===== src/design/ivsr_pkg.sv =====
// Purpose: Shared constants and types for the version/status/reset command handler
// Assumes: Clock of 125 MHz; commands arrive already deframed as 16-bit codes
// Notes:   Byte streams are handed out one byte at a time, CRC bytes inserted by ivsr_top
package ivsr_pkg;

    // Command codes
    localparam logic [15:0] CMD_VERSION      = 16'hD100;
    localparam logic [15:0] CMD_STATUS       = 16'hD206;
    localparam logic [15:0] CMD_STATUS_CLEAR = 16'hD210;
    localparam logic [15:0] CMD_RESET        = 16'hD304;

    // CRC properties
    localparam logic [7:0] CRC_POLY = 8'h31;
    localparam logic [7:0] CRC_INIT = 8'hFF;

    // Response lengths in bytes, CRC included
    localparam logic [3:0] LEN_VERSION = 4'hC;
    localparam logic [3:0] LEN_STATUS  = 4'h6;
    // Payload data bytes per response (CRC excluded)
    localparam int DATA_VERSION = 8;
    localparam int DATA_STATUS  = 4;

    // Read delay and reset hold time
    localparam int  CLK_MHZ          = 125;
    localparam int  READ_DELAY_MS    = 20;
    localparam int  RESET_HOLD_MS    = 1200;
    localparam int  READ_DELAY_CYC   = READ_DELAY_MS * 1000 * CLK_MHZ;
    localparam int  RESET_HOLD_CYC   = RESET_HOLD_MS * 1000 * CLK_MHZ;

    // Version payload (defaults, overridable by top parameters)
    typedef struct packed {
        logic [7:0] fw_major;
        logic [7:0] fw_minor;
        logic [7:0] fw_debug;
        logic [7:0] hw_major;
        logic [7:0] hw_minor;
        logic [7:0] proto_major;
        logic [7:0] proto_minor;
        logic [7:0] padding;
    } ivsr_version_s;

    // Outgoing response byte
    typedef struct packed {
        logic       valid;
        logic       last;
        logic [7:0] data;
    } ivsr_byte_s;

    // Handler states
    typedef enum logic [1:0] {
        ST_IDLE  = 2'b00,
        ST_WAIT  = 2'b01,
        ST_SEND  = 2'b10,
        ST_RESET = 2'b11
    } ivsr_state_e;

endpackage


===== src/design/ivsr_top.sv =====
// Purpose: Command handler for version, status, status-clear and device reset
// Assumes: A front end delivers 16-bit command codes and pulls response bytes
// Notes:   Responses become readable after the read delay; reset holds the core
`timescale 1ns/1ps
module ivsr_top #(
    parameter logic [31:0] STICKY_MASK    = 32'hFFFF0000,
    parameter int          READ_DELAY_CYC = ivsr_pkg::READ_DELAY_CYC,
    parameter int          RESET_HOLD_CYC = ivsr_pkg::RESET_HOLD_CYC,
    parameter logic [7:0]  FW_MAJOR       = 8'h01,
    parameter logic [7:0]  FW_MINOR       = 8'h00,
    parameter logic [7:0]  FW_DEBUG       = 8'h00,
    parameter logic [7:0]  HW_MAJOR       = 8'h01,
    parameter logic [7:0]  HW_MINOR       = 8'h00,
    parameter logic [7:0]  PROTO_MAJOR    = 8'h01,
    parameter logic [7:0]  PROTO_MINOR    = 8'h00
) (
    input  wire logic                 i_clk,
    input  wire logic                 i_rst_b,
    input  wire logic                 i_cmd_valid,
    input  wire logic [15:0]          i_cmd_code,
    input  wire logic [31:0]          i_status_cond,
    input  wire logic                 i_rd_req,
    output logic                      o_cmd_ready,
    output ivsr_pkg::ivsr_byte_s      o_rd,
    output logic                      o_resp_ready,
    output logic                      o_unknown_cmd,
    output logic                      o_dev_reset
);
    // Core state
    ivsr_pkg::ivsr_state_e state;
    ivsr_pkg::ivsr_state_e next_state;
    logic [31:0]           timer;
    logic [31:0]           next_timer;
    logic [63:0]           payload;
    logic [3:0]            resp_len;
    logic [3:0]            idx;
    logic [1:0]            phase;
    logic                  unknown;
    ivsr_pkg::ivsr_byte_s  rd;
    logic                  soft_rst;
    logic                  core_rst_b;
    logic [31:0]           status_word;
    logic [7:0]            crc;

    // Decode (codes are bare 16 bits, no checksum follows)
    wire cmd_take   = i_cmd_valid && (state != ivsr_pkg::ST_RESET);
    wire is_version = i_cmd_code == ivsr_pkg::CMD_VERSION;
    wire is_status  = i_cmd_code == ivsr_pkg::CMD_STATUS;
    wire is_sclear  = i_cmd_code == ivsr_pkg::CMD_STATUS_CLEAR;
    wire is_reset   = i_cmd_code == ivsr_pkg::CMD_RESET;
    wire known      = is_version | is_status | is_sclear | is_reset;
    wire do_clear   = cmd_take && is_sclear;

    // Version payload in transmit order
    ivsr_pkg::ivsr_version_s ver;
    assign ver = '{fw_major: FW_MAJOR, fw_minor: FW_MINOR,
                   fw_debug: FW_DEBUG, hw_major: HW_MAJOR,
                   hw_minor: HW_MINOR, proto_major: PROTO_MAJOR,
                   proto_minor: PROTO_MINOR, padding: 8'h00};

    // Full device reset covers the status latches too
    assign core_rst_b = i_rst_b && !soft_rst;

    ivsr_status #(
        .STICKY_MASK (STICKY_MASK)
    ) u_status (
        .i_clk    (i_clk),
        .i_rst_b  (core_rst_b),
        .i_cond   (i_status_cond),
        .i_clear  (do_clear),
        .o_status (status_word)
    );

    // Byte stream: two data bytes then CRC; phase 2 marks a CRC slot
    wire       in_send   = state == ivsr_pkg::ST_SEND;
    wire       pull      = in_send && i_rd_req;
    wire       crc_slot  = phase == 2'd2;
    wire [7:0] data_byte = payload[63:56];
    wire [7:0] out_byte  = crc_slot ? crc : data_byte;
    wire       last_byte = idx == resp_len - 4'd1;

    ivsr_crc8 u_crc (
        .i_clk   (i_clk),
        .i_rst_b (i_rst_b),
        .i_clear (!in_send || (pull && crc_slot)),
        .i_en    (pull && !crc_slot),
        .i_data  (data_byte),
        .o_crc   (crc)
    );

    // Next state and timer
    always_comb begin
        next_state = state;
        next_timer = timer;
        case (state)
            ivsr_pkg::ST_IDLE, ivsr_pkg::ST_WAIT, ivsr_pkg::ST_SEND: begin
                if (state == ivsr_pkg::ST_WAIT) begin
                    if (timer == 32'd0) begin
                        next_state = ivsr_pkg::ST_SEND;
                    end else begin
                        next_timer = timer - 32'd1;
                    end
                end
                if (pull && last_byte) begin
                    next_state = ivsr_pkg::ST_IDLE;
                end
                if (cmd_take && is_reset) begin
                    next_state = ivsr_pkg::ST_RESET;
                    next_timer = 32'(RESET_HOLD_CYC - 1);
                end else if (cmd_take && (is_version || is_status || is_sclear)) begin
                    next_state = ivsr_pkg::ST_WAIT;
                    next_timer = 32'(READ_DELAY_CYC - 1);
                end
            end
            ivsr_pkg::ST_RESET: begin
                if (timer == 32'd0) begin
                    next_state = ivsr_pkg::ST_IDLE;
                end else begin
                    next_timer = timer - 32'd1;
                end
            end
            default: begin
                next_state = ivsr_pkg::ST_IDLE;
            end
        endcase
    end

    // State, timer and soft reset pulse
    always_ff @(posedge i_clk) begin
        if (!i_rst_b) begin
            state    <= ivsr_pkg::ST_IDLE;
            timer    <= 32'd0;
            soft_rst <= 1'b0;
        end else begin
            state    <= next_state;
            timer    <= next_timer;
            soft_rst <= cmd_take && is_reset;
        end
    end

    // Capture payload at command, shift out per data byte
    always_ff @(posedge i_clk) begin
        if (!core_rst_b) begin
            payload  <= 64'h0;
            resp_len <= 4'h0;
            idx      <= 4'h0;
            phase    <= 2'd0;
        end else if (cmd_take && is_version) begin
            payload  <= ver;
            resp_len <= ivsr_pkg::LEN_VERSION;
            idx      <= 4'h0;
            phase    <= 2'd0;
        end else if (cmd_take && (is_status || is_sclear)) begin
            payload  <= {status_word, 32'h0};
            resp_len <= ivsr_pkg::LEN_STATUS;
            idx      <= 4'h0;
            phase    <= 2'd0;
        end else if (pull) begin
            idx   <= idx + 4'd1;
            phase <= crc_slot ? 2'd0 : phase + 2'd1;
            if (!crc_slot) begin
                payload <= {payload[55:0], 8'h00};
            end
        end
    end

    // Registered output byte and flags
    always_ff @(posedge i_clk) begin
        if (!i_rst_b) begin
            rd      <= '0;
            unknown <= 1'b0;
        end else begin
            rd.valid <= pull;
            rd.last  <= pull && last_byte;
            rd.data  <= pull ? out_byte : 8'h00;
            unknown  <= i_cmd_valid && !known && (state != ivsr_pkg::ST_RESET);
        end
    end

    assign o_rd          = rd;
    assign o_cmd_ready   = state != ivsr_pkg::ST_RESET;
    assign o_resp_ready  = in_send;
    assign o_unknown_cmd = unknown;
    assign o_dev_reset   = state == ivsr_pkg::ST_RESET;
endmodule


===== src/design/ivsr_crc8.sv =====
// Purpose: Running CRC-8 over a word's two data bytes
// Assumes: Caller clears before each word's first byte
// Notes:   Polynomial and seed from the package, no reflection, no final xor
`timescale 1ns/1ps
module ivsr_crc8 (
    input  wire logic       i_clk,
    input  wire logic       i_rst_b,
    input  wire logic       i_clear,
    input  wire logic       i_en,
    input  wire logic [7:0] i_data,
    output logic      [7:0] o_crc
);
    logic [7:0] crc;
    logic [7:0] next_crc;

    // One byte of MSB-first CRC
    function automatic logic [7:0] crc_byte(input logic [7:0] c, input logic [7:0] d);
        logic [7:0] r;
        r = c ^ d;
        for (int i = 0; i < 8; i++) begin
            r = r[7] ? ((r << 1) ^ ivsr_pkg::CRC_POLY) : (r << 1);
        end
        return r;
    endfunction

    // Seed on clear, fold byte when enabled
    assign next_crc = i_clear ? ivsr_pkg::CRC_INIT : (i_en ? crc_byte(crc, i_data) : crc);
    assign o_crc    = crc;

    always_ff @(posedge i_clk) begin
        if (!i_rst_b) begin
            crc <= ivsr_pkg::CRC_INIT;
        end else begin
            crc <= next_crc;
        end
    end
endmodule


===== src/design/ivsr_status.sv =====
// Purpose: 32-bit device status word with sticky error bits and live bits
// Assumes: Condition inputs are on i_clk
// Notes:   A new error arriving with the clear still sets its bit
`timescale 1ns/1ps
module ivsr_status #(
    parameter logic [31:0] STICKY_MASK = 32'hFFFF0000
) (
    input  wire logic        i_clk,
    input  wire logic        i_rst_b,
    input  wire logic [31:0] i_cond,
    input  wire logic        i_clear,
    output logic      [31:0] o_status
);
    logic [31:0] sticky;
    logic [31:0] next_sticky;

    // Errors held until clear, set wins over clear
    assign next_sticky = ((i_clear ? 32'h0000_0000 : sticky) | i_cond) & STICKY_MASK;
    // Flags are plain OR of every bit, no priority
    assign o_status    = sticky | (i_cond & ~STICKY_MASK);

    always_ff @(posedge i_clk) begin
        if (!i_rst_b) begin
            sticky <= 32'h0000_0000;
        end else begin
            sticky <= next_sticky;
        end
    end
endmodule


===== config.mk =====
export PLATFORM = sky130hd
export DESIGN_NAME = ivsr_top
export DESIGN_NICKNAME = d
export VERILOG_FILES = /design/src/design/ivsr_pkg.sv /design/src/design/ivsr_top.sv /design/src/design/ivsr_crc8.sv /design/src/design/ivsr_status.sv
export SDC_FILE = /design/constraint.sdc
export NUM_CORES = 1
export LEC_CHECK = 0
export ABC_AREA = 1
export BUFFER_PORTS_ARGS = -buffer_cell sky130_fd_sc_hd__buf_2
export CAP_MARGIN = 25
export CORE_ASPECT_RATIO = 2
export CORE_MARGIN = 2
export CORE_UTILIZATION = 63
export CTS_CLUSTER_SIZE = 12
export DETAILED_ROUTE_END_ITERATION = 12
export GPL_ROUTABILITY_DRIVEN = 0
export PLACE_DENSITY_LB_ADDON = 0.05
export SKIP_CTS_REPAIR_TIMING = 1
export SLEW_MARGIN = 20
export SYNTH_ARGS = -nofsm -noshare
export SYNTH_HDL_FRONTEND = slang
export SYNTH_SLANG_ARGS = --single-unit

===== constraint.sdc =====
create_clock -name i_clk -period 4.9 [get_ports i_clk]
set_input_delay 0.245 -clock i_clk [delete_from_list [all_inputs] [get_ports i_clk]]
set_output_delay 0.245 -clock i_clk [all_outputs]
set_load 0.01 [all_outputs]

==> flow_summary.toml <==
[run_status]
status = "finished clean"

[worst_setup_path]
start_kind = "register"
crit_fanout = 30
worstPathArrival_ns = 3.02
required_ns = 5.22
crit_type = "register to register"
critical_path.endpoint_type = "register"

[run]
drv_cap = 0

[layout]
layout-drive-gt1-share = 0.144
final_nets = 991
register_area_um2 = 2260
fill_cells = 749
postLayoutCoreUtil = 0.743
multi_input_area_um2 = 3240
area.growth.synth_to_final_pct = 16.1
num_antenna_cells = 0

[grt]
grt_overflow_total = 0
grt_pass1_vias = 6113
grt_first_pass_wirelength_mm = 26.8
grt_use_total = 0.335
grt_max_degree = 35
grt_antenna_before_repair = 0

[detailed_routing]
wl_mm = 16.5
drc_errors = 0
firstDrtPassIters = 5
ant_nets = 0
wl_per_cell_um = 15.7
drtIter0Drc = 428
vias_per_cell = 5.89
vias = 6193

[die]
fp.dieH_um = 141
io_pins = 66
die_area_um2 = 10200
row_count = 50
coreArea_um2 = 9260
initial_utilization = 0.640
die_x_um = 72.6

[power_and_ir_drop]
p_leak_nw = 3.03
p_total_mw = 2.37
p_per_area_nw_per_um2 = 344
irDropWorstVdd_mv = 0.324

[placed_design]
port-buffer-count = 65
dpl.hpwl_mm = 11.5

[clock_network]
clkSinkCount = 113
clock_latency_ns = 0.42
cts_tree = "yes"
h-tree-depth = 4
cts_made_buffers = 17
cts-root-buf = "clkbuf_16"
clk_pin_slew_worst_paths_ns = 0.05
cts_buffer_depth = 2

[timing]
setup_viol = 0
setup_tns_ns = 0
tightest_slew_ns = 0.959
rsz0062_at_grt = "false"
maxSlewHeadroom = 0.360
finalCriticalPeriod_ns = 2.70
fmax_mhz = 370
finalHoldViolations = 0
period_share = 0.552
finalClockSkew_ns = 0.00943
slew_viol_final = 0

[worst_hold_path]
hp-class = "primary input to register"

[synthesis]
async_flop_share = 0
synth_edf_count = 0
synth.most_common_cell = "nand2_1"
yosysSeqAreaShare = 0.382
ys_seq_elements = 113
synth_top_area_share = 0.382
yosys_warnings = 0
postSynthAreaPerCell_um2 = 6.73
synth_common_cells = "nand2_1, nor2_1, dfxtp_1"
syn_inst = 881
synth_cell_types = 35
ys.flop_type = "dfxtp_1"
syn_area_um2 = 5930
synthTopCellsByArea = "dfxtp_1, nand2_1, nor2_1"
synth_area_leader_cell = "dfxtp_1"
synth_nets = 937
## cell type report
| class | instances | share of cell area |
|---|---|---|
| clock buffer | 21 | 0.0684 |
| timing repair buffer | 66 | 0.0495 |
| multi-input combinational | 670 | 0.471 |
| inverter | 67 | 0.0369 |
| clock inverter | 10 | 0.0264 |
| tap | 104 | 0.0189 |
| sequential | 113 | 0.329 |
## final timing paths
check                                               from  cells past startpoint  slack [ns]                        endpoint
worst max-delay path               state[1]$_SDFFE_PN0P_                      7        2.20        payload[45]$_SDFFE_PP0P_
worst min-delay path                   i_status_cond[26]                      3        0.04  u_status.sticky[26]$_SDFF_PN0_
worst max register to register     state[1]$_SDFFE_PN0P_                      7        2.20        payload[45]$_SDFFE_PP0P_
worst min register to register  payload[36]$_SDFFE_PP0P_                      2        0.46        payload[36]$_SDFFE_PP0P_
## logic make-up (layout without fill, tap and decap cells)
group,count (synthesis),in the layout,share of synthesized area
adders and majority gates,4,4,0.00844
buffers and inverters,98,164,0.0713
DFF,113,113,0.382
AOI/OAI and AO/OA,127,127,0.115
xor gates and xnor gates,36,36,0.0545
and+or+nand+nor,503,503,0.369
## worst max-delay path, cell delays in order, from the launching register on
cell     delay (ns)
dfxtp_1        0.33
nand2_2        0.15
inv_2          0.10
nor2_8         0.18
nand2_1        0.58
inv_1          0.89
nand2_1        0.14
a31oi_1        0.25
## metrics by stage
stage          worst slack, ns  instance area [µm²]  hold slack [ns]  std cells
6_report                  2.20                 6880           0.0362       1051
5_1_grt                   1.91                 6880           0.0369       1051
4_1_cts                   2.21                 6870           0.0314       1050
3_3_place_gp              2.20                 6210            0.448       1019
2_1_floorplan             3.31                 5930            0.362        881
3_5_place_dp              2.09                 6210            0.455       1019
## layer usage
| layer | vias up | track usage | part of all wire |
|---|---|---|---|
| met5 | - | 0 | 0 |
| met4 | 0 | 0.254 | 0.075 |
| met3 | 89 | 0.0643 | 0.045 |
| met2 | 254 | 0.612 | 0.54 |
| met1 | 2888 | 0.310 | 0.34 |
| li1 | 2962 | - | - |
## power breakdown
part | internal, mW | switching, mW
Clock | 0.937 | 0.433
Sequential | 0.930 | 0.00565
Combinational | 0.0264 | 0.0358
## placed cells by master, fill, tap and decap left out, types with 13 or more instances in the layout
cell,n
nand2_1,245
nor2_1,128
dfxtp_1,113
a21oi_1,75
nand3_1,67
buf_2,65
inv_1,61
a31oi_1,24
o21ai_0,22
xnor2_1,22
clkbuf_16,17
nor2_2,16
nand4_1,15
xor2_1,13
## flip-flops by register name, indices dropped and copies added, names as in the netlist, 3 cells and up
signal / count
o_rd: 10
resp_len: 3
u_crc.o_crc: 8
timer: 32
u_status.sticky: 16
idx: 4
payload: 34
(Power assumes the default switching activity.)
